`src/aor_pkg.sv`:
```
package aor_pkg;

  // ----------------------------------------
  // Register map (byte offsets)
  // ----------------------------------------
  localparam logic [6:0] OFF_MB_IN = 7'h0C;
  localparam logic [6:0] OFF_MB_OUT = 7'h1C;
  localparam logic [6:0] OFF_PT_ADDR = 7'h28;
  localparam logic [6:0] OFF_PT_DATA = 7'h2C;
  localparam logic [6:0] OFF_MB_FILL = 7'h34;
  localparam logic [6:0] OFF_INT = 7'h38;
  localparam logic [6:0] OFF_RST = 7'h3C;
  localparam logic [6:0] OFF_PT_CFG = 7'h60;

  // ----------------------------------------
  // Field positions
  // ----------------------------------------
  localparam int FILL_IN_LSB = 12;
  localparam int FILL_OUT_LSB = 28;
  localparam int INT_ANY_BIT = 23;
  localparam int INT_SELFTEST_BIT = 20;
  localparam int INT_OUT_BIT = 17;
  localparam int INT_IN_BIT = 16;
  localparam int INT_OUT_EN_BIT = 12;
  localparam int INT_OUT_SEL_LSB = 8;
  localparam int INT_IN_EN_BIT = 4;
  localparam int INT_IN_SEL_LSB = 0;
  localparam int RST_NV_BUSY_BIT = 31;
  localparam int RST_NV_CMD_LSB = 29;
  localparam int RST_NV_FAIL_BIT = 28;
  localparam int RST_MB_FLAGS_BIT = 27;
  localparam int RST_RDFIFO_BIT = 25;
  localparam int RST_NV_PORT_LSB = 16;
  localparam int RST_BIST_LSB = 12;

  // ----------------------------------------
  // Reset values
  // ----------------------------------------
  localparam logic [31:0] INT_FIXED_ONES = 32'h00000C0C;
  localparam logic [31:0] PT_CFG_RESET = 32'h80808080;
  localparam logic [31:0] RST_RESET = 32'h00000000;

  // nvRAM command codes in bits 30:29 (with 31 set)
  localparam logic [1:0] NV_LOAD_LO = 2'h0;
  localparam logic [1:0] NV_LOAD_HI = 2'h1;
  localparam logic [1:0] NV_WRITE = 2'h2;
  localparam logic [1:0] NV_READ = 2'h3;

  typedef enum {NV_IDLE, NV_WAIT} aor_nv_e;

  // Local bus request
  typedef struct packed {
    logic selectN;
    logic rdN;
    logic wrN;
    logic [3:0] beN;
    logic [6:0] addr;
    logic [31:0] wdata;
  } aor_bus_s;

  // Events from the host side of the bridge
  typedef struct packed {
    logic [3:0] inWriteBe;
    logic [31:0] inWriteData;
    logic [3:0] outReadBe;
    logic selfTestStart;
    logic ptClaim;
    logic [31:0] ptAddr;
    logic ptXferDone;
    logic [31:0] ptWriteData;
  } aor_host_s;

endpackage

```
`src/aor_registers.sv`:
```
`timescale 1ns/1ns
// What this block does
// Eight dword registers reached by select, byte enables and read or write strobe.
// All register accesses are sampled and driven on the local clock.
// Local logic must not touch offsets outside the map; such reads return zero.
// Incoming mailbox at 0Ch is read only, any access width.
// Local read of incoming mailbox raises host interrupt when host enabled it.
// Outgoing mailbox at 1Ch is writable by byte; writes raise enabled host interrupt.
// Top byte of outgoing mailbox also loads from external mailbox port.
// Reading outgoing mailbox changes no interrupt or fill status.
// Pass-thru address captures the cycle address on a region claim.
// Pass-thru address advances by one dword after each data transfer.
// Passive mode waits until local reads (host write) or writes (host read) data.
// Fill status shows incoming in 15:12, outgoing in 31:28, resets to zero.
// Fill bit sets when source writes a byte, clears when destination reads it.
// Outgoing fill bits 31..28 map to outgoing bytes 3..0.
// Incoming fill bits 15..12 map to incoming bytes 3..0.
// Interrupt bit 23 is OR of bits 20, 17 and 16.
// Bit 20 sets on host self-test start, cleared by writing one.
// Local logic returns self-test codes through the reset control register.
// Bit 17 sets when host reads selected outgoing byte; write one clears.
// Bit 16 sets when host writes selected incoming byte; write one clears.
// Bit 12 enables outgoing interrupt; field 9:8 picks byte 0..3.
// Bit 4 enables incoming interrupt; field 1:0 picks byte, 00 byte0, 11 byte3.
// Incoming select codes 01 and 10 pick bytes 1 and 2.
// Reset control at 3Ch resets to zero; flag reset, FIFO reset, nvRAM access.
// Writing one to bit 27 pulses clear of all mailbox fill flags; reads zero.
// Writing one to bit 25 pulses read FIFO reset; use with no pass-thru active.
// Bits 15:12 drive self-test register bits 3:0 directly.
// nvRAM via bits 31:29 and port 23:16; bit 31 reads busy.
module aor_registers
  import aor_pkg::*;
(
  input wire logic clock,
  input wire logic sys_rst,
  input aor_bus_s bus,
  output logic [31:0] rdata,
  input aor_host_s host,
  input wire logic extMbWrite,
  input wire logic [7:0] extMbData,
  input wire logic hostInEnable,
  input wire logic hostOutEnable,
  output logic hostInReadEvent,
  output logic hostOutWriteEvent,
  output logic [31:0] mbOut,
  output logic [3:0] outFill,
  output logic [31:0] ptReadData,
  output logic ptWait,
  input wire logic ptPassive,
  input wire logic ptHostRead,
  output logic rdFifoReset,
  output logic [3:0] bistCode,
  output logic intPending,
  output logic [31:0] ptCfg,
  output logic nvStart,
  output logic [1:0] nvCmd,
  output logic [7:0] nvWriteByte,
  input wire logic nvDone,
  input wire logic nvFail,
  input wire logic [7:0] nvReadByte
);

  // ----------------------------------------
  // Bus decode
  // ----------------------------------------
  logic acc;
  logic rd;
  logic wr;
  logic [3:0] be;
  logic [31:0] mbIn_reg;
  logic [3:0] inFill_reg;
  logic [3:0] outFill_reg;
  logic [31:0] mbOut_reg;
  logic [31:0] ptAddr_reg;
  logic [31:0] ptData_reg;
  logic ptHeld_reg;
  logic [2:0] intFlags_reg;
  logic outEn_reg;
  logic inEn_reg;
  logic [1:0] outSel_reg;
  logic [1:0] inSel_reg;
  logic [3:0] bist_reg;
  logic [7:0] nvPort_reg;
  logic nvFail_reg;
  logic [31:0] ptCfg_reg;
  logic mbClear;
  logic [31:0] intView;
  logic [31:0] rstView;
  aor_nv_e nvState;

  assign acc = !bus.selectN;
  assign rd = acc && !bus.rdN;
  assign wr = acc && !bus.wrN;
  assign be = ~bus.beN;

  function automatic logic [31:0] merge(input logic [31:0] old, input logic [31:0] d,
                                        input logic [3:0] e);
    logic [31:0] r;
    r = old;
    for (int i = 0; i < 4; i++)
      if (e[i])
        r[8*i +: 8] = d[8*i +: 8];
    return r;
  endfunction

  // ----------------------------------------
  // Mailboxes
  // ----------------------------------------
  assign mbClear = wr && bus.addr == OFF_RST && be[3] && bus.wdata[RST_MB_FLAGS_BIT];

  always_ff @(posedge clock)
  begin
    mbIn_reg <= merge(mbIn_reg, host.inWriteData, host.inWriteBe);
    if (wr && bus.addr == OFF_MB_OUT)
      mbOut_reg <= merge(mbOut_reg, bus.wdata, be);
    if (extMbWrite)
      mbOut_reg[31:24] <= extMbData;
  end

  // Set wins over a read clear, so a byte landing with a read is never lost
  always_ff @(posedge clock)
  begin
    if (sys_rst || mbClear)
    begin
      inFill_reg <= 4'h0;
      outFill_reg <= 4'h0;
    end
    else
    begin
      inFill_reg <= (inFill_reg & ~((rd && bus.addr == OFF_MB_IN) ? be : 4'h0))
                    | host.inWriteBe;
      outFill_reg <= (outFill_reg & ~host.outReadBe)
                     | ((wr && bus.addr == OFF_MB_OUT) ? be : 4'h0)
                     | {extMbWrite, 3'h0};
    end
  end

  assign hostInReadEvent = hostInEnable && rd && bus.addr == OFF_MB_IN;
  assign hostOutWriteEvent = hostOutEnable && wr && bus.addr == OFF_MB_OUT;
  assign mbOut = mbOut_reg;
  assign outFill = outFill_reg;

  // ----------------------------------------
  // Pass-thru
  // ----------------------------------------
  always_ff @(posedge clock)
  begin
    if (host.ptClaim)
      ptAddr_reg <= host.ptAddr;
    else if (host.ptXferDone)
      ptAddr_reg <= ptAddr_reg + 32'h00000004;
    if (host.ptClaim && !ptHostRead)
      ptData_reg <= host.ptWriteData;
    else if (wr && bus.addr == OFF_PT_DATA)
      ptData_reg <= merge(ptData_reg, bus.wdata, be);
  end

  // Host is held off until the local side services the data port
  always_ff @(posedge clock)
  begin
    if (sys_rst)
      ptHeld_reg <= 1'b0;
    else if (host.ptClaim && ptPassive)
      ptHeld_reg <= 1'b1;
    else if ((rd && !ptHostRead || wr && ptHostRead) && bus.addr == OFF_PT_DATA)
      ptHeld_reg <= 1'b0;
  end

  assign ptWait = ptHeld_reg;
  assign ptReadData = ptData_reg;

  always_ff @(posedge clock)
  begin
    if (sys_rst)
      ptCfg_reg <= PT_CFG_RESET;
    else if (wr && bus.addr == OFF_PT_CFG)
      ptCfg_reg <= merge(ptCfg_reg, bus.wdata, be);
  end
  assign ptCfg = ptCfg_reg;

  // ----------------------------------------
  // Interrupt control and status
  // ----------------------------------------
  always_ff @(posedge clock)
  begin
    if (sys_rst)
    begin
      outEn_reg <= 1'b0;
      inEn_reg <= 1'b0;
      outSel_reg <= 2'h0;
      inSel_reg <= 2'h0;
    end
    else if (wr && bus.addr == OFF_INT)
    begin
      if (be[1])
      begin
        outEn_reg <= bus.wdata[INT_OUT_EN_BIT];
        outSel_reg <= bus.wdata[INT_OUT_SEL_LSB +: 2];
      end
      if (be[0])
      begin
        inEn_reg <= bus.wdata[INT_IN_EN_BIT];
        inSel_reg <= bus.wdata[INT_IN_SEL_LSB +: 2];
      end
    end
  end

  // Write-one-to-clear, with a fresh event taking priority
  always_ff @(posedge clock)
  begin
    if (sys_rst)
      intFlags_reg <= 3'h0;
    else
    begin
      intFlags_reg[2] <= (intFlags_reg[2] && !(wr && bus.addr == OFF_INT && be[2]
                         && bus.wdata[INT_SELFTEST_BIT])) || host.selfTestStart;
      intFlags_reg[1] <= (intFlags_reg[1] && !(wr && bus.addr == OFF_INT && be[2]
                         && bus.wdata[INT_OUT_BIT]))
                         || (outEn_reg && host.outReadBe[outSel_reg]);
      intFlags_reg[0] <= (intFlags_reg[0] && !(wr && bus.addr == OFF_INT && be[2]
                         && bus.wdata[INT_IN_BIT]))
                         || (inEn_reg && host.inWriteBe[inSel_reg]);
    end
  end

  assign intPending = |intFlags_reg;

  always_comb
  begin
    intView = INT_FIXED_ONES;
    intView[INT_ANY_BIT] = intPending;
    intView[INT_SELFTEST_BIT] = intFlags_reg[2];
    intView[INT_OUT_BIT] = intFlags_reg[1];
    intView[INT_IN_BIT] = intFlags_reg[0];
    intView[INT_OUT_EN_BIT] = outEn_reg;
    intView[INT_OUT_SEL_LSB +: 2] = outSel_reg;
    intView[INT_IN_EN_BIT] = inEn_reg;
    intView[INT_IN_SEL_LSB +: 2] = inSel_reg;
  end

  // ----------------------------------------
  // Reset control and nvRAM
  // ----------------------------------------
  assign rdFifoReset = wr && bus.addr == OFF_RST && be[3] && bus.wdata[RST_RDFIFO_BIT];

  always_ff @(posedge clock)
  begin
    if (sys_rst)
      bist_reg <= RST_RESET[RST_BIST_LSB +: 4];
    else if (wr && bus.addr == OFF_RST && be[1])
      bist_reg <= bus.wdata[RST_BIST_LSB +: 4];
  end
  assign bistCode = bist_reg;

  // One access at a time; writes while busy are ignored
  always_ff @(posedge clock)
  begin
    if (sys_rst)
    begin
      nvState <= NV_IDLE;
      nvPort_reg <= RST_RESET[RST_NV_PORT_LSB +: 8];
      nvFail_reg <= 1'b0;
      nvStart <= 1'b0;
      nvCmd <= 2'h0;
    end
    else
    begin
      nvStart <= 1'b0;
      case (nvState)
        NV_IDLE:
        begin
          if (wr && bus.addr == OFF_RST && be[3] && bus.wdata[RST_NV_BUSY_BIT])
          begin
            nvCmd <= bus.wdata[RST_NV_CMD_LSB +: 2];
            if (be[2])
              nvPort_reg <= bus.wdata[RST_NV_PORT_LSB +: 8];
            if (bus.wdata[RST_NV_CMD_LSB +: 2] == NV_WRITE
                || bus.wdata[RST_NV_CMD_LSB +: 2] == NV_READ)
            begin
              nvFail_reg <= 1'b0;
              nvStart <= 1'b1;
              nvState <= NV_WAIT;
            end
          end
          else if (wr && bus.addr == OFF_RST && be[2])
            nvPort_reg <= bus.wdata[RST_NV_PORT_LSB +: 8];
        end
        NV_WAIT:
        begin
          if (nvDone)
          begin
            nvFail_reg <= nvFail;
            if (nvCmd == NV_READ)
              nvPort_reg <= nvReadByte;
            nvState <= NV_IDLE;
          end
        end
        default:
          nvState <= NV_IDLE;
      endcase
    end
  end
  assign nvWriteByte = nvPort_reg;

  always_comb
  begin
    rstView = 32'h00000000;
    rstView[RST_NV_BUSY_BIT] = nvState == NV_WAIT;
    rstView[RST_NV_CMD_LSB +: 2] = nvCmd;
    rstView[RST_NV_FAIL_BIT] = nvFail_reg;
    rstView[RST_NV_PORT_LSB +: 8] = nvPort_reg;
    rstView[RST_BIST_LSB +: 4] = bist_reg;
  end

  // ----------------------------------------
  // Read data, registered
  // ----------------------------------------
  always_ff @(posedge clock)
  begin
    if (sys_rst)
      rdata <= 32'h00000000;
    else if (rd)
    begin
      case (bus.addr)
        OFF_MB_IN: rdata <= mbIn_reg;
        OFF_MB_OUT: rdata <= mbOut_reg;
        OFF_PT_ADDR: rdata <= ptAddr_reg;
        OFF_PT_DATA: rdata <= ptData_reg;
        OFF_MB_FILL: rdata <= {outFill_reg, 12'h000, inFill_reg, 12'h000};
        OFF_INT: rdata <= intView;
        OFF_RST: rdata <= rstView;
        OFF_PT_CFG: rdata <= ptCfg_reg;
        default: rdata <= 32'h00000000;
      endcase
    end
  end

  // ----------------------------------------
  // Checks
  // ----------------------------------------
  property p_fill_clear;
    @(posedge clock) disable iff (sys_rst)
      mbClear |=> (inFill_reg == 4'h0 && outFill_reg == 4'h0);
  endproperty
  a_fill_clear: assert property (p_fill_clear) else $error("fill clear failed");

  property p_in_set;
    @(posedge clock) disable iff (sys_rst) (host.inWriteBe[0] && !mbClear) |=> inFill_reg[0];
  endproperty
  a_in_set: assert property (p_in_set) else $error("incoming fill not set");

  property p_out_read_keeps;
    @(posedge clock) disable iff (sys_rst)
      (rd && bus.addr == OFF_MB_OUT && !wr && host.outReadBe == 4'h0 && !mbClear && !extMbWrite)
      |=> outFill_reg == $past(outFill_reg);
  endproperty
  a_out_read_keeps: assert property (p_out_read_keeps) else $error("out read changed");

  property p_any;
    @(posedge clock) disable iff (sys_rst) (rd && bus.addr == OFF_INT)
      |=> rdata[INT_ANY_BIT]
          == (rdata[INT_SELFTEST_BIT] || rdata[INT_OUT_BIT] || rdata[INT_IN_BIT]);
  endproperty
  a_any: assert property (p_any) else $error("bit 23 not OR");

  property p_selftest;
    @(posedge clock) disable iff (sys_rst)
      (host.selfTestStart || (intFlags_reg[2] && !(wr && bus.addr == OFF_INT && be[2]
       && bus.wdata[INT_SELFTEST_BIT]))) |=> intFlags_reg[2];
  endproperty
  a_selftest: assert property (p_selftest) else $error("self-test flag lost");

  property p_in_int;
    @(posedge clock) disable iff (sys_rst)
      (inEn_reg && host.inWriteBe[inSel_reg]) |=> intFlags_reg[0];
  endproperty
  a_in_int: assert property (p_in_int) else $error("incoming irq missing");

  property p_out_int;
    @(posedge clock) disable iff (sys_rst)
      (outEn_reg && host.outReadBe[outSel_reg]) |=> intFlags_reg[1];
  endproperty
  a_out_int: assert property (p_out_int) else $error("outgoing irq missing");

  property p_pt_inc;
    @(posedge clock) disable iff (sys_rst)
      (host.ptXferDone && !host.ptClaim) |=> ptAddr_reg == $past(ptAddr_reg) + 32'h00000004;
  endproperty
  a_pt_inc: assert property (p_pt_inc) else $error("pass-thru address not advanced");

  property p_nv_busy;
    @(posedge clock) disable iff (sys_rst) nvStart |-> nvState == NV_WAIT;
  endproperty
  a_nv_busy: assert property (p_nv_busy) else $error("nv not busy after start");

  c_mb_round: cover property (@(posedge clock)
    host.inWriteBe != 4'h0 ##[1:20] (rd && bus.addr == OFF_MB_IN));
  c_irq_clear: cover property (@(posedge clock) intPending ##[1:20] !intPending);
  c_nv: cover property (@(posedge clock) nvStart ##[1:50] nvDone);

endmodule

```
`config.mk`:
```
export PLATFORM = sky130hd
export DESIGN_NAME = aor_registers
export DESIGN_NICKNAME = d
export VERILOG_FILES = /design/src/aor_pkg.sv /design/src/aor_registers.sv
export SDC_FILE = /design/constraint.sdc
export NUM_CORES = 1
export LEC_CHECK = 0
export BUFFER_PORTS_ARGS = -buffer_cell sky130_fd_sc_hd__buf_2
export CORE_AREA = 2 2 146 148
export CTS_CLUSTER_SIZE = 12
export DETAILED_ROUTE_END_ITERATION = 16
export DIE_AREA = 0 0 148 150
export PLACE_DENSITY = 0.82
export SETUP_SLACK_MARGIN = 0.1
export SLEW_MARGIN = 20
export SYNTH_ARGS = -nofsm -noshare
export SYNTH_HDL_FRONTEND = slang
export SYNTH_SLANG_ARGS = --single-unit
```
`constraint.sdc`:
```
create_clock -name clock -period 2.4 [get_ports clock]
set_input_delay 0 -clock clock [delete_from_list [all_inputs] [get_ports clock]]
set_output_delay 0 -clock clock [all_outputs]
set_load 0.03 [all_outputs]
```
==> out/qor.csv, run 1 <==
metric,value,unit
grtUsageTotal,34.99,%
multi_input_comb_area,4414,µm²
ant_nets,0,
initial_antenna_violation_count,8,
syn_avg_cell_area,10.76,µm²
ys.flop_type,edfxtp_1,
fin_setup_tns,0,ps
final_common_cell,buf_2,
number_of_nets_produced_by_synthesis,1156,
synth-warning-count,0,
seq_area_frac_synth,55.44,%
num_io_pins,330,
count_of_endpoints_failing_hold_in_the_final_timing_report,0,
globalRoute.totalOverflow,0,
num_vias,10630,
share_of_cells_above_drive_strength_1,31.36,%
worstSetupEndpointType,flop,
place_ws,253.6,ps
synth-edff-count,128,
htree_num_levels,1,
mostFrequentLayoutCells,"buf_2, dlygate4sd3_1, edfxtp_1",
finalCriticalPeriod,2156,ps
finalSetupViolCount,0,
die_height,150,µm
gp_congestion,0.9391,
detail_route.first_pass.iterations,7,
worst_ep_required_time,2780,ps
grt_pass1_wl,59.26,mm
grt_util_met3,6.524,%
tightest_slew,937.1,ps
power.static_leakage,6.038,nW
timing.critical_path.fanout_max,10,
initial_utilization,50.79,%
count_of_input_and_output_buffers,329,
cts.sinks,227,
outcome,"finished, final reports clean",
design.final.nets,1667,
critPathKind,primary input to flop,
postLayoutSetupSlackWorst,243.8,ps
core.rowCount,53,
global_route_hottest_layer,met2,
die_area,22200,µm²
synth.lib_cells_used.distinct,60,
worst_ep_arrival_time,2540,ps
routed_wirelength,40.50,mm
timing.final.crit_share,89.84,%
timing.clock.skew,7.249,ps
ys_seq_elements,227,
grtUsageMet2,55.83,%
number_of_buffers_created_by_cts,24,
dpl-instance-area,12550,µm²
die_w,148,µm
timing.hold.worst.class,primary input to flop,
worstSkewPairLatency,510,ps
grt_use_met1,46.29,%
hold-worst-slack,47.09,ps
slew_headroom,37.52,%
routed_length_per_instance,22.66,µm
first_global_vias,10350,
rsz0062_at_grt,true,
grt_start_max_net_pins,62,
root_buffer,clkbuf_16,
synth_cells,977,
clockBufferDepth,3,
final.fill_count,1476,
fin_area,15090,µm²
post-dp-hpwl,28.05,mm
worst_setup_path_start_kind,primary input,
async_reset_ff_share,0,%
report.final.slew_viol_count,0,
drv.max_cap_violation_count,0,
power,9.149,mW
seq_area,5826,µm²
synthesis.area,10510,µm²
maxClockFrequency,463.8,MHz
cts.clk_slew.worst_paths,60,ps
synthToLayoutAreaGrowth,43.55,%
drtIter0Drc,1207,
power.density,606.5,nW/µm²
cts_tree,yes,
vdd.ir_drop.worst,0.4325,mV
routed_via_density,5.946,
route.detailed.drc,0,
core_area,20690,µm²
routing by layer:
layer  vias up  part of all wire [%]
li1       4644                     -
met1      5001                    38
met3       183                    11
met4         2                   5.7
met5         -                 0.027
met2       795                    46
timing repair:
action / in CTS / in global routing
endpoints found under the setup margin: 0 / 6
endpoints found under the hold margin: 228 / 0
resized for setup: 0 / 3
setup buffers: 0 / 0
hold buffers: 178 / 0
cells by family (layout without fill, tap and decap cells):
| logic type | count (synthesis) | in the layout | share of synthesized area (%) |
|---|---|---|---|
| and+or+nand+nor | 330 | 330 | 15.28 |
| muxes | 106 | 106 | 10.82 |
| other | 0 | 7 | 0 |
| AOI/OAI and AO/OA | 217 | 217 | 13.12 |
| xor gates and xnor gates | 28 | 28 | 2.334 |
| DFF | 227 | 227 | 55.44 |
| adders and majority gates | 1 | 1 | 0.1190 |
| buffers and inverters | 68 | 596 | 2.893 |
path summary, 6_finish.rpt:
path                 start              end  slack, ps  cells past startpoint
max                bus[45]  intFlags_reg[2]        240                      9
min             extMbWrite        mbOut[25]         50                      3
max reg2reg  ptAddr_reg[2]   ptAddr_reg[20]        260                      6
min reg2reg      rdata[17]        rdata[17]        450                      2
area by class of cell:
| type | instances | area share [%] |
|---|---|---|
| Clock inverter | 6 | 0.1659 |
| Antenna cell | 7 | 0.1161 |
| Tap cell | 275 | 2.281 |
| Timing Repair Buffer | 549 | 24.82 |
| Sequential cell | 227 | 38.62 |
| Inverter | 4 | 0.09953 |
| Multi-Input combinational cell | 682 | 29.26 |
| Clock buffer | 37 | 4.645 |
power by group:
| group | switching (mW) | total (mW) | internal, mW |
|---|---|---|---|
| clock network | 1.52 | 3.52 | 2.00 |
| logic | 0.629 | 1.17 | 0.541 |
| registers | 0.156 | 4.46 | 4.31 |
| total | 2.30 | 9.15 | 6.85 |
synthesized netlist by cell type (3+ instances only):
library cell  count  area (µm²)
a311oi_1          6       52.55
mux2_2           41       461.7
nor2_1           66       247.7
a22o_1            4       35.03
xnor2_1          13       113.9
a21o_1            4       30.03
nor3_1           14       70.07
or3_1             4       25.02
nor4_2            4       50.05
buf_2            14       70.07
dfxtp_1          99        1982
nand4_1          11       68.82
buf_1             4       15.01
o21a_1            4       30.03
xor2_1           15       131.4
a31oi_1           3       18.77
nor4_1            5       31.28
or2_2             6       37.54
and4_1            3       26.28
edfxtp_1        128        3844
o2bb2ai_1         3       26.28
a22oi_1          34       255.2
o21ai_0          56       280.3
and3_1           10       62.56
inv_1             4       15.01
nand2_1         120       450.4
a211oi_1         18       135.1
a21oi_1          43       215.2
o22ai_1          16       100.1
nand3b_1          7       52.55
nand3_1          50       250.2
nor2b_1          11       68.82
and2_1            5       31.28
buf_6             4       45.04
mux2i_1          63       630.6
clkbuf_1         41       153.9
o21ai_1          11       55.05
metrics by stage:
step,util [%],std cells
2_1_floorplan,-,977
5_1_grt,72.89,1785
3_3_place_gp,60.66,1559
3_5_place_dp,60.66,1559
4_1_cts,72.78,1780
6_report,72.91,1787
critical path, stage by stage:
cell,delay [ps]
dlygate4sd3_1,550
buf_2,140
or2_2,410
nor2_1,320
buf_4,250
nand3_1,90
a21oi_1,170
dlygate4sd3_1,570
nor2_1,40
Power figures use the tool's default switching activity.
==> inputs of run 2 (changes only) <==
--- a/config.mk
+++ b/config.mk
@@ -5,7 +5,7 @@
 export SDC_FILE = /design/constraint.sdc
 export NUM_CORES = 1
 export LEC_CHECK = 0
-export BUFFER_PORTS_ARGS = -buffer_cell sky130_fd_sc_hd__buf_2
+export BUFFER_PORTS_ARGS = -buffer_cell sky130_fd_sc_hd__buf_4
 export CORE_AREA = 2 2 146 148
 export CTS_CLUSTER_SIZE = 12
 export DETAILED_ROUTE_END_ITERATION = 16
==> out/qor.csv, run 2 (synthesis results as in run 1) <==
metric,value,unit,change
num_vias,10710,,+0.81%
maxClockFrequency,464.9,MHz,+0.24%
power.static_leakage,6.262,nW,+3.7%
timing.critical_path.fanout_max,9,,-1
number_of_buffers_created_by_cts,24,,unchanged
routed_length_per_instance,24.04,µm,+6.1%
ant_nets,0,,unchanged
core_area,20690,µm²,unchanged
initial_utilization,50.79,%,unchanged
die_height,150,µm,unchanged
grt_util_met3,9.726,%,+3.2 points
critPathKind,primary input to flop,,
finalCriticalPeriod,2151,ps,-5.058 ps
count_of_endpoints_failing_hold_in_the_final_timing_report,0,,unchanged
routed_via_density,6.004,,+0.98%
grtUsageMet2,61.41,%,+5.6 points
power.net_switching,2.371,mW,+2.9%
root_buffer,clkbuf_16,,
timing.hold.worst.class,primary input to flop,,
grt_pass1_wl,62.46,mm,+5.4%
detail_route.first_pass.iterations,5,,-2
die_w,148,µm,unchanged
max_stage_delay,610,ps,+40 ps
routed_wirelength,42.89,mm,+5.9%
htree_num_levels,1,,unchanged
worst_setup_path_start_kind,primary input,,
worstSkewPairLatency,530,ps,+20 ps
cts_tree,yes,,
cpMostUsedCell,dlygate4sd3_1,,
share_of_cells_above_drive_strength_1,30.64,%,-0.73 points
cts.clk_slew.worst_paths,60,ps,about the same
num_io_pins,330,,unchanged
report.final.slew_viol_count,0,,unchanged
clockBufferDepth,3,,unchanged
fin_setup_tns,0,ps,unchanged
outcome,"finished, final reports clean",,
hold-worst-slack,17.79,ps,-29.30 ps
route.detailed.drc,0,,unchanged
gp_congestion,0.9041,,-3.7%
global_route_hottest_layer,met2,,
worstSetupEndpointType,flop,,
initial_antenna_violation_count,1,,-7
die_area,22200,µm²,unchanged
drv.max_cap_violation_count,0,,unchanged
power_switching_share,25.08,%,-0.11 points
crit_chain,dlygate4sd3_1 -> buf_4 -> or2_2 -> nor2_1 -> nand4_1 -> nand3_1 -> a21oi_1 -> dlygate4sd3_1,,
cts-resized-gates,0,,unchanged
grtUsageTotal,37.22,%,+2.2 points
finalSetupViolCount,0,,unchanged
cts.sinks,227,,unchanged
power,9.455,mW,+3.3%
pwr-share-comb,13.9,%,+1.1 points
vdd.ir_drop.worst,0.5222,mV,+21%
timing.final.crit_share,89.63,%,-0.21 points
globalRoute.totalOverflow,0,,unchanged
worst_ep_required_time,2810,ps,+30 ps
synthToLayoutAreaGrowth,51.94,%,
drtIter0Drc,1371,,+14%
slew_headroom,29.50,%,-8.0 points
post-dp-hpwl,28.14,mm,+0.31%
mostFrequentLayoutCells,"buf_4, dlygate4sd3_1, edfxtp_1",,
final_common_cell,buf_4,,
grt_start_max_net_pins,65,,+4.8%
count_of_input_and_output_buffers,329,,unchanged
cts.repair_timing.setup_buffer_count,0,,unchanged
cts-hold-fix-buffers,188,,+5.6%
timing.clock.skew,21.64,ps,+14.39 ps
first_global_vias,10620,,+2.6%
rsz0062_at_grt,false,,
design.final.nets,1669,,+0.12%
slowest_stage,dlygate4sd3_1,,
core.rowCount,53,,unchanged
tightest_slew,1057,ps,+120.2 ps
power.internal,7.084,mW,+3.5%
clock_power_share,38.8,%,+0.4 points
power.density,592.2,nW/µm²,-2.4%
worst_ep_arrival_time,2570,ps,+30 ps
grt_use_met1,45.86,%,-0.42 points
pwr-share-seq,47.3,%,-1.5 points
[run 2: power by group through the flow]
stage | combinational, mW | sequential (mW) | clock, mW
finish | 1.31 | 4.47 | 3.67
global route | 1.37 | 4.48 | 3.79
CTS | 1.26 | 4.45 | 3.64
detailed placement | 1.01 | 4.53 | 0
global placement | 1.00 | 4.52 | 0
floorplan | 0.388 | 4.58 | 0
[run 2: metal layers]
metal | wire (µm) | vias up
met3 | 5056 | 158
met2 | 20350 | 826
met4 | 2238 | 0
li1 | - | 4647
met5 | 0 | -
met1 | 15240 | 5080
[run 2: area by class of cell]
class,count,area [µm²]
fillers,1313,4723
clock buffers,40,711.9
clock inverters,4,43.79
multi-input cells,682,4404
inverters,4,15.01
well taps,275,344.1
diodes,1,2.502
flip-flops and latches,227,5826
repair buffers,551,4619
[run 2: final timing paths]
check        slack [ps]  cells past startpoint     startpoint        endpoint
max                 250                      8        bus[45]      nvFail_reg
min                  20                      5        bus[33]       rdata[10]
max reg2reg         290                      5  ptAddr_reg[9]  ptAddr_reg[23]
min reg2reg         460                      2      rdata[24]       rdata[24]
[run 2: per-stage QoR]
step                      utilization, %  setup slack, ps  area, µm²  std cells
after floorplan                        -            464.0      10510        977
after CTS                          77.16            325.7      15960       1783
after global routing               77.17            113.1      15970       1784
after global placement             64.41            369.9      13330       1551
after detailed placement           64.41            292.4      13330       1551
final                              77.17            248.8      15970       1784
[run 2: worst max-delay path, delay by kind of cell]
kind	cells	cell delay [ps]
buf+inv	3	1300
simple gates	4	1190
compound gates	1	80
